`config.mk`:
```
export PLATFORM = sky130hd
export DESIGN_NAME = mct_timer
export DESIGN_NICKNAME = d
export VERILOG_FILES = /design/src/include/mct_pkg.sv /design/src/hw/mct_timer.sv
export SDC_FILE = /design/constraint.sdc
export NUM_CORES = 1
export LEC_CHECK = 0
export BUFFER_PORTS_ARGS = -buffer_cell sky130_fd_sc_hd__buf_2
export CORE_ASPECT_RATIO = 0.75
export CORE_MARGIN = 2
export CORE_UTILIZATION = 56
export CTS_CLUSTER_DIAMETER = 200
export CTS_CLUSTER_SIZE = 10
export DETAILED_ROUTE_END_ITERATION = 10
export PLACE_DENSITY = 0.77
export SYNTH_ARGS = -nofsm -noshare
export SYNTH_HDL_FRONTEND = slang
export SYNTH_SLANG_ARGS = --single-unit
```
`constraint.sdc`:
```
create_clock -name hclk -period 2.2 [get_ports hclk]
set_input_delay 0.11 -clock hclk [delete_from_list [all_inputs] [get_ports hclk]]
set_output_delay 0.11 -clock hclk [all_outputs]
set_load 0.05 [all_outputs]
```
`src/include/mct_pkg.sv`:
```
// package for the match/capture counter timer
// assumes a single 32-bit ahb-lite slave port, word aligned registers
package mct_pkg;
  // register byte offsets
  localparam logic [7:0] MCT_OFS_CTRL   = 8'h00; // bit0 run, bit1 clear
  localparam logic [7:0] MCT_OFS_COUNT  = 8'h04;
  localparam logic [7:0] MCT_OFS_PSC    = 8'h08; // prescale limit
  localparam logic [7:0] MCT_OFS_PCNT   = 8'h0c; // prescale counter
  localparam logic [7:0] MCT_OFS_MODE   = 8'h10;
  localparam logic [7:0] MCT_OFS_MCTL   = 8'h14; // match control
  localparam logic [7:0] MCT_OFS_CCTL   = 8'h18; // capture control
  localparam logic [7:0] MCT_OFS_OCTL   = 8'h1c; // output action
  localparam logic [7:0] MCT_OFS_STAT   = 8'h20;
  localparam logic [7:0] MCT_OFS_MASK   = 8'h24;
  localparam logic [7:0] MCT_OFS_OUT    = 8'h28;
  localparam logic [7:0] MCT_OFS_MATCH0 = 8'h30; // four words
  localparam logic [7:0] MCT_OFS_CAP0   = 8'h40; // two words
  // ctrl fields
  localparam int MCT_CTRL_RUN = 0;
  localparam int MCT_CTRL_CLR = 1;
  // mode fields: [1:0] source and count edge, [2] input select; capture edges in cctl
  localparam logic [1:0] MCT_SRC_TIMER = 2'h0;
  localparam logic [1:0] MCT_SRC_RISE  = 2'h1;
  localparam logic [1:0] MCT_SRC_FALL  = 2'h2;
  localparam logic [1:0] MCT_SRC_BOTH  = 2'h3;
  localparam int MCT_MODE_SEL = 2;
  // match control: 3 bits per match, irq/reset/stop
  localparam int MCT_MC_IRQ = 0;
  localparam int MCT_MC_RST = 1;
  localparam int MCT_MC_STP = 2;
  // capture control: 4 bits per channel, rise/fall/irq/clear
  localparam int MCT_CC_RISE = 0;
  localparam int MCT_CC_FALL = 1;
  localparam int MCT_CC_IRQ  = 2;
  localparam int MCT_CC_CLR  = 3;
  // output actions, 2 bits per output
  localparam logic [1:0] MCT_ACT_NONE = 2'h0;
  localparam logic [1:0] MCT_ACT_LOW  = 2'h1;
  localparam logic [1:0] MCT_ACT_HIGH = 2'h2;
  localparam logic [1:0] MCT_ACT_TOG  = 2'h3;
  // status: bits 3:0 match, 5:4 capture
  localparam int MCT_ST_CAP = 4;
  localparam int MCT_NMATCH = 4;
  localparam int MCT_NCAP   = 2;
  localparam logic [31:0] MCT_RST_VAL = 32'h0000_0000;
endpackage

```
`src/hw/mct_timer.sv`:
```
// counter/timer with prescaler, four matches, two captures, ahb-lite slave
// assumes pins are asynchronous to hclk and the bus master is single word
//
// How it works
// - counter advances on prescaled system clock
// - loadable prescaler, counter width, gates counting
// - mode selects timer or external edge counting
// - four match registers compared against count
// - match may continue, irq if enabled
// - match may stop counter and prescaler
// - match may reset counter to zero
// - match outputs go low, high, toggle, hold
// - capture edge copies count into register
// - per channel capture interrupt enable
// - capture event may clear counter, prescaler
//
// The AHB-Lite slave port and the address map were decided locally.
`timescale 1ns/1ps
`default_nettype none
module mct_timer
  import mct_pkg::*;
#(
  parameter int W = 32
) (
  input  wire logic        hclk,
  input  wire logic        hresetn,
  input  wire logic        hsel,
  input  wire logic [31:0] haddr,
  input  wire logic [1:0]  htrans,
  input  wire logic        hwrite,
  input  wire logic [2:0]  hsize,
  input  wire logic [31:0] hwdata,
  input  wire logic        hready,
  output logic [31:0]      hrdata,
  output logic             hreadyout,
  output logic             hresp,
  input  wire logic [1:0]  cap_in,
  input  wire logic        count_in,
  output logic [3:0]       match_out,
  output logic             irq
);
  // registers
  logic [1:0]   ctrl_q;
  logic [W-1:0] count_q;
  logic [W-1:0] psc_q;
  logic [W-1:0] pcnt_q;
  logic [2:0]   mode_q;
  logic [11:0]  mctl_q;
  logic [7:0]   cctl_q;
  logic [7:0]   octl_q;
  logic [5:0]   stat_q;
  logic [5:0]   mask_q;
  logic [W-1:0] match_q [MCT_NMATCH];
  logic [W-1:0] cap_q   [MCT_NCAP];
  // bus address phase capture
  logic         wr_q;
  logic         rd_q;
  logic [7:0]   adr_q;
  logic         wr_ctrl;
  logic         wr_count;
  logic         wr_psc;
  logic         wr_pcnt;
  logic         wr_stat;
  // pin synchronisers, three stages each
  logic [2:0]   s0_q;
  logic [2:0]   s1_q;
  logic [2:0]   s2_q;
  logic [2:0]   prev_q;
  logic [2:0]   rise;
  logic [2:0]   fall;
  // event terms
  logic [3:0]   m_hit;
  logic [1:0]   c_hit;
  logic         tick;
  logic         pcnt_wrap;
  logic         cnt_clr;
  logic         do_stop;
  logic         ext_edge;
  logic         rst_hit;
  logic [5:0]   st_set;

  // bus front end: zero wait state, always okay
  always_ff @(posedge hclk or negedge hresetn) begin
    if (!hresetn) begin
      wr_q  <= 1'b0;
      rd_q  <= 1'b0;
      adr_q <= 8'h00;
    end else if (hready) begin
      wr_q  <= hsel & htrans[1] & hwrite;
      rd_q  <= hsel & htrans[1] & ~hwrite;
      adr_q <= haddr[7:0];
    end
  end

  always_ff @(posedge hclk or negedge hresetn) begin
    if (!hresetn) begin
      hreadyout <= 1'b1;
      hresp     <= 1'b0;
    end else begin
      hreadyout <= 1'b1;
      hresp     <= 1'b0;
    end
  end

  assign wr_ctrl  = wr_q && adr_q == MCT_OFS_CTRL;
  assign wr_count = wr_q && adr_q == MCT_OFS_COUNT;
  assign wr_psc   = wr_q && adr_q == MCT_OFS_PSC;
  assign wr_pcnt  = wr_q && adr_q == MCT_OFS_PCNT;
  assign wr_stat  = wr_q && adr_q == MCT_OFS_STAT;

  // pin sync; first stage feeds only the second
  always_ff @(posedge hclk or negedge hresetn) begin
    if (!hresetn) begin
      s0_q   <= 3'h0;
      s1_q   <= 3'h0;
      s2_q   <= 3'h0;
      prev_q <= 3'h0;
    end else begin
      s0_q <= {count_in, cap_in};
      s1_q <= s0_q;
      s2_q <= s1_q;
      // a change counts once stages two and three agree
      for (int i = 0; i < 3; i++) begin
        if (s1_q[i] == s2_q[i]) prev_q[i] <= s2_q[i];
      end
    end
  end

  always_comb begin
    for (int i = 0; i < 3; i++) begin
      rise[i] = (s1_q[i] == s2_q[i]) & s2_q[i] & ~prev_q[i];
      fall[i] = (s1_q[i] == s2_q[i]) & ~s2_q[i] & prev_q[i];
    end
  end

  // external count source picks pin or capture pin
  always_comb begin
    logic r;
    logic f;
    r = mode_q[MCT_MODE_SEL] ? rise[0] : rise[2];
    f = mode_q[MCT_MODE_SEL] ? fall[0] : fall[2];
    case (mode_q[1:0])
      MCT_SRC_RISE: ext_edge = r;
      MCT_SRC_FALL: ext_edge = f;
      MCT_SRC_BOTH: ext_edge = r | f;
      default:      ext_edge = 1'b0;
    endcase
  end

  // capture and match detection
  genvar g;
  generate
    for (g = 0; g < MCT_NCAP; g++) begin : g_cap
      assign c_hit[g] = (cctl_q[4*g+MCT_CC_RISE] & rise[g]) |
                        (cctl_q[4*g+MCT_CC_FALL] & fall[g]);
    end
    for (g = 0; g < MCT_NMATCH; g++) begin : g_mat
      // compare only as the count is about to move, like a terminal count
      assign m_hit[g] = ctrl_q[MCT_CTRL_RUN] & tick &
                        (count_q == match_q[g]);
    end
  endgenerate

  // prescaler expiry gates counter; mode picks the tick source
  assign pcnt_wrap = (pcnt_q == psc_q);
  assign tick = (mode_q[1:0] == MCT_SRC_TIMER) ? pcnt_wrap : ext_edge;
  assign cnt_clr = |(c_hit & {cctl_q[4+MCT_CC_CLR], cctl_q[MCT_CC_CLR]});
  // stop and reset requests from any match that fires
  always_comb begin
    do_stop = 1'b0;
    rst_hit = 1'b0;
    for (int i = 0; i < MCT_NMATCH; i++) begin
      if (m_hit[i] && mctl_q[3*i+MCT_MC_STP]) do_stop = 1'b1;
      if (m_hit[i] && mctl_q[3*i+MCT_MC_RST]) rst_hit = 1'b1;
    end
  end

  // run and clear control
  always_ff @(posedge hclk or negedge hresetn) begin
    if (!hresetn) begin
      ctrl_q <= 2'h0;
    end else if (wr_ctrl) begin
      ctrl_q <= hwdata[1:0];
    end else if (do_stop) begin
      ctrl_q[MCT_CTRL_RUN] <= 1'b0;
    end
  end

  // prescaler
  always_ff @(posedge hclk or negedge hresetn) begin
    if (!hresetn) begin
      psc_q  <= W'(MCT_RST_VAL);
      pcnt_q <= W'(MCT_RST_VAL);
    end else begin
      if (wr_psc) psc_q <= hwdata[W-1:0];
      if (wr_pcnt) begin
        pcnt_q <= hwdata[W-1:0];
      end else if (ctrl_q[MCT_CTRL_CLR] || cnt_clr || do_stop) begin
        pcnt_q <= '0;
      end else if (ctrl_q[MCT_CTRL_RUN] &&
                   mode_q[1:0] == MCT_SRC_TIMER) begin
        pcnt_q <= pcnt_wrap ? '0 : pcnt_q + 1'b1;
      end
    end
  end

  // main counter; capture clear wins over match reset and count
  always_ff @(posedge hclk or negedge hresetn) begin
    if (!hresetn) begin
      count_q <= W'(MCT_RST_VAL);
    end else begin
      if (wr_count) begin
        count_q <= hwdata[W-1:0];
      end else if (ctrl_q[MCT_CTRL_CLR] || cnt_clr) begin
        count_q <= '0;
      end else if (rst_hit) begin
        count_q <= '0;
      end else if (ctrl_q[MCT_CTRL_RUN] && tick && !do_stop) begin
        count_q <= count_q + 1'b1;
      end
    end
  end

  // configuration and match registers
  always_ff @(posedge hclk or negedge hresetn) begin
    if (!hresetn) begin
      mode_q <= 3'h0;
      mctl_q <= 12'h000;
      cctl_q <= 8'h00;
      octl_q <= 8'h00;
      mask_q <= 6'h00;
      for (int i = 0; i < MCT_NMATCH; i++) match_q[i] <= '0;
    end else if (wr_q) begin
      if (adr_q == MCT_OFS_MODE) mode_q <= hwdata[2:0];
      else if (adr_q == MCT_OFS_MCTL) mctl_q <= hwdata[11:0];
      else if (adr_q == MCT_OFS_CCTL) cctl_q <= hwdata[7:0];
      else if (adr_q == MCT_OFS_OCTL) octl_q <= hwdata[7:0];
      else if (adr_q == MCT_OFS_MASK) mask_q <= hwdata[5:0];
      else if (adr_q[7:4] == MCT_OFS_MATCH0[7:4])
        match_q[adr_q[3:2]] <= hwdata[W-1:0];
    end
  end

  // capture registers
  always_ff @(posedge hclk or negedge hresetn) begin
    if (!hresetn) begin
      for (int i = 0; i < MCT_NCAP; i++) cap_q[i] <= '0;
    end else begin
      for (int i = 0; i < MCT_NCAP; i++) begin
        if (c_hit[i]) cap_q[i] <= count_q;
      end
    end
  end

  // status set terms, one per event source
  always_comb begin
    st_set = 6'h00;
    for (int i = 0; i < MCT_NMATCH; i++) begin
      st_set[i] = m_hit[i] & mctl_q[3*i+MCT_MC_IRQ];
    end
    for (int i = 0; i < MCT_NCAP; i++) begin
      st_set[MCT_ST_CAP+i] = c_hit[i] & cctl_q[4*i+MCT_CC_IRQ];
    end
  end

  // sticky status; a new event beats a write-one clear
  always_ff @(posedge hclk or negedge hresetn) begin
    if (!hresetn) begin
      stat_q <= 6'h00;
    end else begin
      stat_q <= (stat_q & ~(wr_stat ? hwdata[5:0] : 6'h00)) | st_set;
    end
  end

  always_ff @(posedge hclk or negedge hresetn) begin
    if (!hresetn) irq <= 1'b0;
    else          irq <= |(stat_q & mask_q);
  end

  // match output actions; software may also preset the level
  always_ff @(posedge hclk or negedge hresetn) begin
    if (!hresetn) begin
      match_out <= 4'h0;
    end else if (wr_q && adr_q == MCT_OFS_OUT) begin
      match_out <= hwdata[3:0];
    end else begin
      for (int i = 0; i < MCT_NMATCH; i++) begin
        if (m_hit[i]) begin
          case (octl_q[2*i+:2])
            MCT_ACT_LOW:  match_out[i] <= 1'b0;
            MCT_ACT_HIGH: match_out[i] <= 1'b1;
            MCT_ACT_TOG:  match_out[i] <= ~match_out[i];
            default:      match_out[i] <= match_out[i];
          endcase
        end
      end
    end
  end

  // read data, unmapped reads zero
  always_ff @(posedge hclk or negedge hresetn) begin
    if (!hresetn) begin
      hrdata <= 32'h0000_0000;
    end else if (hready && hsel && htrans[1] && !hwrite) begin
      if (haddr[7:0] == MCT_OFS_CTRL) hrdata <= 32'(ctrl_q);
      else if (haddr[7:0] == MCT_OFS_COUNT) hrdata <= 32'(count_q);
      else if (haddr[7:0] == MCT_OFS_PSC) hrdata <= 32'(psc_q);
      else if (haddr[7:0] == MCT_OFS_PCNT) hrdata <= 32'(pcnt_q);
      else if (haddr[7:0] == MCT_OFS_MODE) hrdata <= 32'(mode_q);
      else if (haddr[7:0] == MCT_OFS_MCTL) hrdata <= 32'(mctl_q);
      else if (haddr[7:0] == MCT_OFS_CCTL) hrdata <= 32'(cctl_q);
      else if (haddr[7:0] == MCT_OFS_OCTL) hrdata <= 32'(octl_q);
      else if (haddr[7:0] == MCT_OFS_STAT) hrdata <= 32'(stat_q);
      else if (haddr[7:0] == MCT_OFS_MASK) hrdata <= 32'(mask_q);
      else if (haddr[7:0] == MCT_OFS_OUT) hrdata <= 32'(match_out);
      else if (haddr[7:4] == MCT_OFS_MATCH0[7:4])
        hrdata <= 32'(match_q[haddr[3:2]]);
      else if (haddr[7:3] == MCT_OFS_CAP0[7:3])
        hrdata <= 32'(cap_q[haddr[2]]);
      else hrdata <= 32'h0000_0000;
    end
  end

  logic unused;
  assign unused = ^{haddr[31:8], hsize, htrans[0], rd_q, hwdata[31:12]};
endmodule
`default_nettype wire

```
==> impl_metrics.sql <==
INSERT INTO impl_metrics (metric_group, metric, value, unit) VALUES
('timing', 'maximum_clock_skew_at_final_layout', '19.25', 'ps'),
('critical_path', 'critPathArrivalTime', '3200', 'ps'),
('floorplan', 'area_enclosed_by_the_die_boundary', '0.04032', 'mm^2'),
('placement', 'placed_wire_length_estimate_after_detailed_placement', '60.88', 'mm'),
('cells_and_area', 'layout.core_utilization', '0.7606', ''),
('status', 'violations', 'setup timing', ''),
('cells_and_area', 'layout-area-overhead-vs-synth', '34.19', '%'),
('route', 'drt-vias-per-instance', '6.647', ''),
('critical_path', 'critical_path_peak_fanout', '7', ''),
('floorplan', 'rows', '62', ''),
('cells_and_area', 'layout_commonest_cell', 'sky130_fd_sc_hd__buf_4', ''),
('floorplan', 'die_w', '231.2', 'um'),
('logic_synthesis', 'post_synth_inst_count', '1964', ''),
('placement', 'gp_congestion', '1.079', ''),
('cells_and_area', 'post_layout_nonfiller_instances', '2989', ''),
('timing', 'timing.slew.headroom', '0.5604', ''),
('timing', 'fin_setup_tns', '-28050', 'ps'),
('timing', 'post-route-worst-setup-slack', '-503.1', 'ps'),
('floorplan', 'initial_standard_cell_utilization_of_the_core', '0.5668', ''),
('clock_network', 'htree_levels', '2', ''),
('route', 'drt_iter0_drc', '2892', ''),
('global_route', 'globalRoute.totalOverflow', '0', ''),
('timing', 'finalCriticalPeriod', '2703', 'ps'),
('cells_and_area', 'final_net_count', '2561', ''),
('global_route', 'grt_pass1_vias', '19400', ''),
('power', 'power.switching_fraction', '0.2987', ''),
('critical_path', 'endpoint_kind', 'flop', ''),
('power', 'power_density', '649.9', 'mW/mm^2'),
('route', 'drtPass1Iterations', '6', ''),
('clock_network', 'clkSinkCount', '391', ''),
('clock_network', 'cts_root_buf', 'sky130_fd_sc_hd__clkbuf_16', ''),
('clock_network', 'clock_tree_from_tritoncts', 'done', ''),
('logic_synthesis', 'synth.ff_latch_count', '391', ''),
('clock_network', 'worstSkewPairLatency', '570', 'ps'),
('global_route', 'antenna_found_initial', '3', ''),
('cells_and_area', 'layout.cells.most_common_list', '427 x sky130_fd_sc_hd__buf_4, 368 x sky130_fd_sc_hd__dfrtp_1, 263 x sky130_fd_sc_hd__mux2_2', ''),
('logic_synthesis', 'synth_seq_area_share', '0.4513', ''),
('clock_network', 'clock_tree.buffer_depth', '3', ''),
('logic_synthesis', 'syn_area', '0.02168', 'mm^2'),
('timing', 'timing.final.crit_share', '1.229', ''),
('floorplan', 'die-height', '174.4', 'um'),
('status', 'status', 'finished, violations left', ''),
('route', 'postRouteWirelength', '85.65', 'mm'),
('route', 'vias', '19870', ''),
('clock_network', 'numCtsBuffers', '45', ''),
('logic_synthesis', 'yosys_most_used_dff', 'sky130_fd_sc_hd__dfrtp_1', ''),
('timing', 'fmax', '369.9', 'MHz'),
('global_route', 'gr-usage-all-layers', '0.4196', ''),
('timing', 'transition_time_at_the_pin_with_the_least_slew_margin', '659.4', 'ps'),
('timing', 'hold_slack', '10.18', 'ps'),
('power', 'internal_power', '13.26', 'mW'),
('global_route', 'grt_start_max_net_pins', '66', ''),
('power', 'share_comb_of_total_power', '0.212', ''),
('critical_path', 'timing_worst_setup_path_type', 'flop to flop', ''),
('power', 'power.total', '18.90', 'mW'),
('timing', 'finalHoldViolations', '0', ''),
('logic_synthesis', 'syn_avg_cell_area', '11.04', 'um^2'),
('power', 'net-switching-power', '5.647', 'mW'),
('logic_synthesis', 'async_flop_share', '1.000', ''),
('timing', 'rsz0062_at_grt', 'yes', ''),
('run', 'max_cap_viol_count', '0', ''),
('route', 'drt.antenna.violating_nets', '0', ''),
('floorplan', 'i_o_pin_count', '116', ''),
('logic_synthesis', 'syn-num-nets', '2053', ''),
('placement', 'placedCellCount', '2848', ''),
('floorplan', 'core_area', '0.03824', 'mm^2'),
('power', 'p_leak', '13.04', 'nW'),
('route', 'routed_wire_length_per_instance', '28.66', 'um'),
('clock_network', 'clk_transition_reported_paths', '70', 'ps'),
('timing', 'timing.final.setup_violations', '74', ''),
('hold_path', 'min_path_cells', '2', '');
## worst max-delay path: stages, from the launching register on
cell,delay [ps]
sky130_fd_sc_hd__dfrtp_2,430
sky130_fd_sc_hd__buf_12,150
sky130_fd_sc_hd__xnor2_1,190
sky130_fd_sc_hd__nand4_1,210
sky130_fd_sc_hd__nor4_2,310
sky130_fd_sc_hd__buf_4,170
sky130_fd_sc_hd__nand4_1,100
sky130_fd_sc_hd__a41o_1,250
sky130_fd_sc_hd__nand3b_1,150
sky130_fd_sc_hd__buf_6,190
sky130_fd_sc_hd__buf_12,140
sky130_fd_sc_hd__a2bb2oi_2,160
sky130_fd_sc_hd__a2bb2oi_2,150
## Yosys cell counts, types with 11 or more instances
library cell | count | area (um^2)
sky130_fd_sc_hd__o2111ai_1 | 13 | 113.9
sky130_fd_sc_hd__a221oi_1 | 30 | 262.8
sky130_fd_sc_hd__a211oi_2 | 11 | 137.6
sky130_fd_sc_hd__inv_1 | 19 | 71.32
sky130_fd_sc_hd__and3_1 | 17 | 106.4
sky130_fd_sc_hd__a31oi_1 | 18 | 112.6
sky130_fd_sc_hd__o31ai_1 | 14 | 105.1
sky130_fd_sc_hd__nand3_1 | 32 | 160.2
sky130_fd_sc_hd__a22oi_1 | 39 | 292.8
sky130_fd_sc_hd__mux4_2 | 32 | 720.7
sky130_fd_sc_hd__a21oi_1 | 68 | 340.3
sky130_fd_sc_hd__nor2_1 | 94 | 352.8
sky130_fd_sc_hd__buf_4 | 24 | 180.2
sky130_fd_sc_hd__ha_1 | 12 | 150.1
sky130_fd_sc_hd__mux2i_1 | 34 | 340.3
sky130_fd_sc_hd__nand2_1 | 168 | 630.6
sky130_fd_sc_hd__a22o_1 | 22 | 192.7
sky130_fd_sc_hd__nor3_1 | 28 | 140.1
sky130_fd_sc_hd__nor4_1 | 24 | 150.1
sky130_fd_sc_hd__clkbuf_1 | 84 | 315.3
sky130_fd_sc_hd__o21ai_0 | 78 | 390.4
sky130_fd_sc_hd__nand4_1 | 47 | 294.0
sky130_fd_sc_hd__mux2_2 | 264 | 2973
sky130_fd_sc_hd__xnor2_1 | 128 | 1121
sky130_fd_sc_hd__buf_2 | 41 | 205.2
sky130_fd_sc_hd__dfrtp_1 | 391 | 9784
sky130_fd_sc_hd__a211oi_1 | 11 | 82.58
sky130_fd_sc_hd__xor2_1 | 32 | 280.3
## per-stage QoR
stage               cell area, um^2  worst slack, ps
floorplan                     21780           -131.5
global placement              25840           -609.2
detailed placement            25840           -649.2
CTS                           28520           -424.0
global route                  29080           -508.7
finish                        29090           -503.1
## sequential cells by signal (all words and copies together), names as in the netlist, 2 cells and up
signal and count:
mode_q 3, prev_q 3, stat_q 6, ctrl_q 2, s0_q 3, mask_q 6
cap_q 64, pcnt_q 32, mctl_q 12, adr_q 8, s2_q 3, hrdata 32
count_q 32, psc_q 32, match_out 4, cctl_q 8, match_q 128, s1_q 3
octl_q 8
## cell type report
| type | count | area [um^2] |
|---|---|---|
| flip-flops and latches | 391 | 9813 |
| diodes | 2 | 5.005 |
| repair buffers | 627 | 5259 |
| well taps | 512 | 640.6 |
| multi-input cells | 1388 | 12100 |
| fillers | 2543 | 9155 |
| clock inverters | 2 | 17.52 |
| inverters | 19 | 71.32 |
| clock buffers | 48 | 1180 |
## cells by family (layout without fill, tap and decap cells)
kind of cell,Yosys count,count (layout),synth area share
xor+xnor,160,160,0.06464
mux,330,330,0.1861
simple gates,479,479,0.1107
other cells,2,4,0.0003464
flops,391,391,0.4513
buf+inv,185,696,0.04144
fa+ha+maj,12,12,0.006926
compound gates,405,405,0.1385
## power by group through the flow
stage | clock (mW) | sequential (mW) | combinational, mW
5_1_grt | 7.03 | 8.23 | 4.16
3_5_place_dp | 0 | 8.24 | 3.36
2_1_floorplan | 0 | 8.35 | 1.54
3_3_place_gp | 0 | 8.22 | 3.28
6_report | 6.69 | 8.21 | 4.01
4_1_cts | 6.70 | 8.15 | 3.76
## path summary, 6_finish.rpt
kind / start / to / slack [ps]
worst max-delay path: count_q[21] / count_q[26] / -500
worst min-delay path: hready / adr_q[4] / 10
worst max register to register: count_q[21] / count_q[26] / -500
worst min register to register: s0_q[0] / s1_q[0] / 350
max in group asynchronous: hresetn / count_q[19] / 1280
min in group asynchronous: hresetn / s0_q[2] / 100
## what timing repair did
item / CTS / global route
buffers inserted: 28 / 18
cloned: 5 / 1
setup endpoints to repair: 75 / 75
hold buffers: 43 / 0
pin swaps: 59 / 67
gates resized for setup: 157 / 79
hold endpoints to repair: 261 / 0
## metal layers
layer,GRT usage,up-vias,share of wire
li1,-,8251,-
met1,0.5889,10040,0.40
met2,0.5865,1324,0.42
met3,0.1760,252,0.15
met4,0.1323,4,0.036
met5,0.02043,-,0.0014
Note: power is estimated with default switching activity, not from simulation.
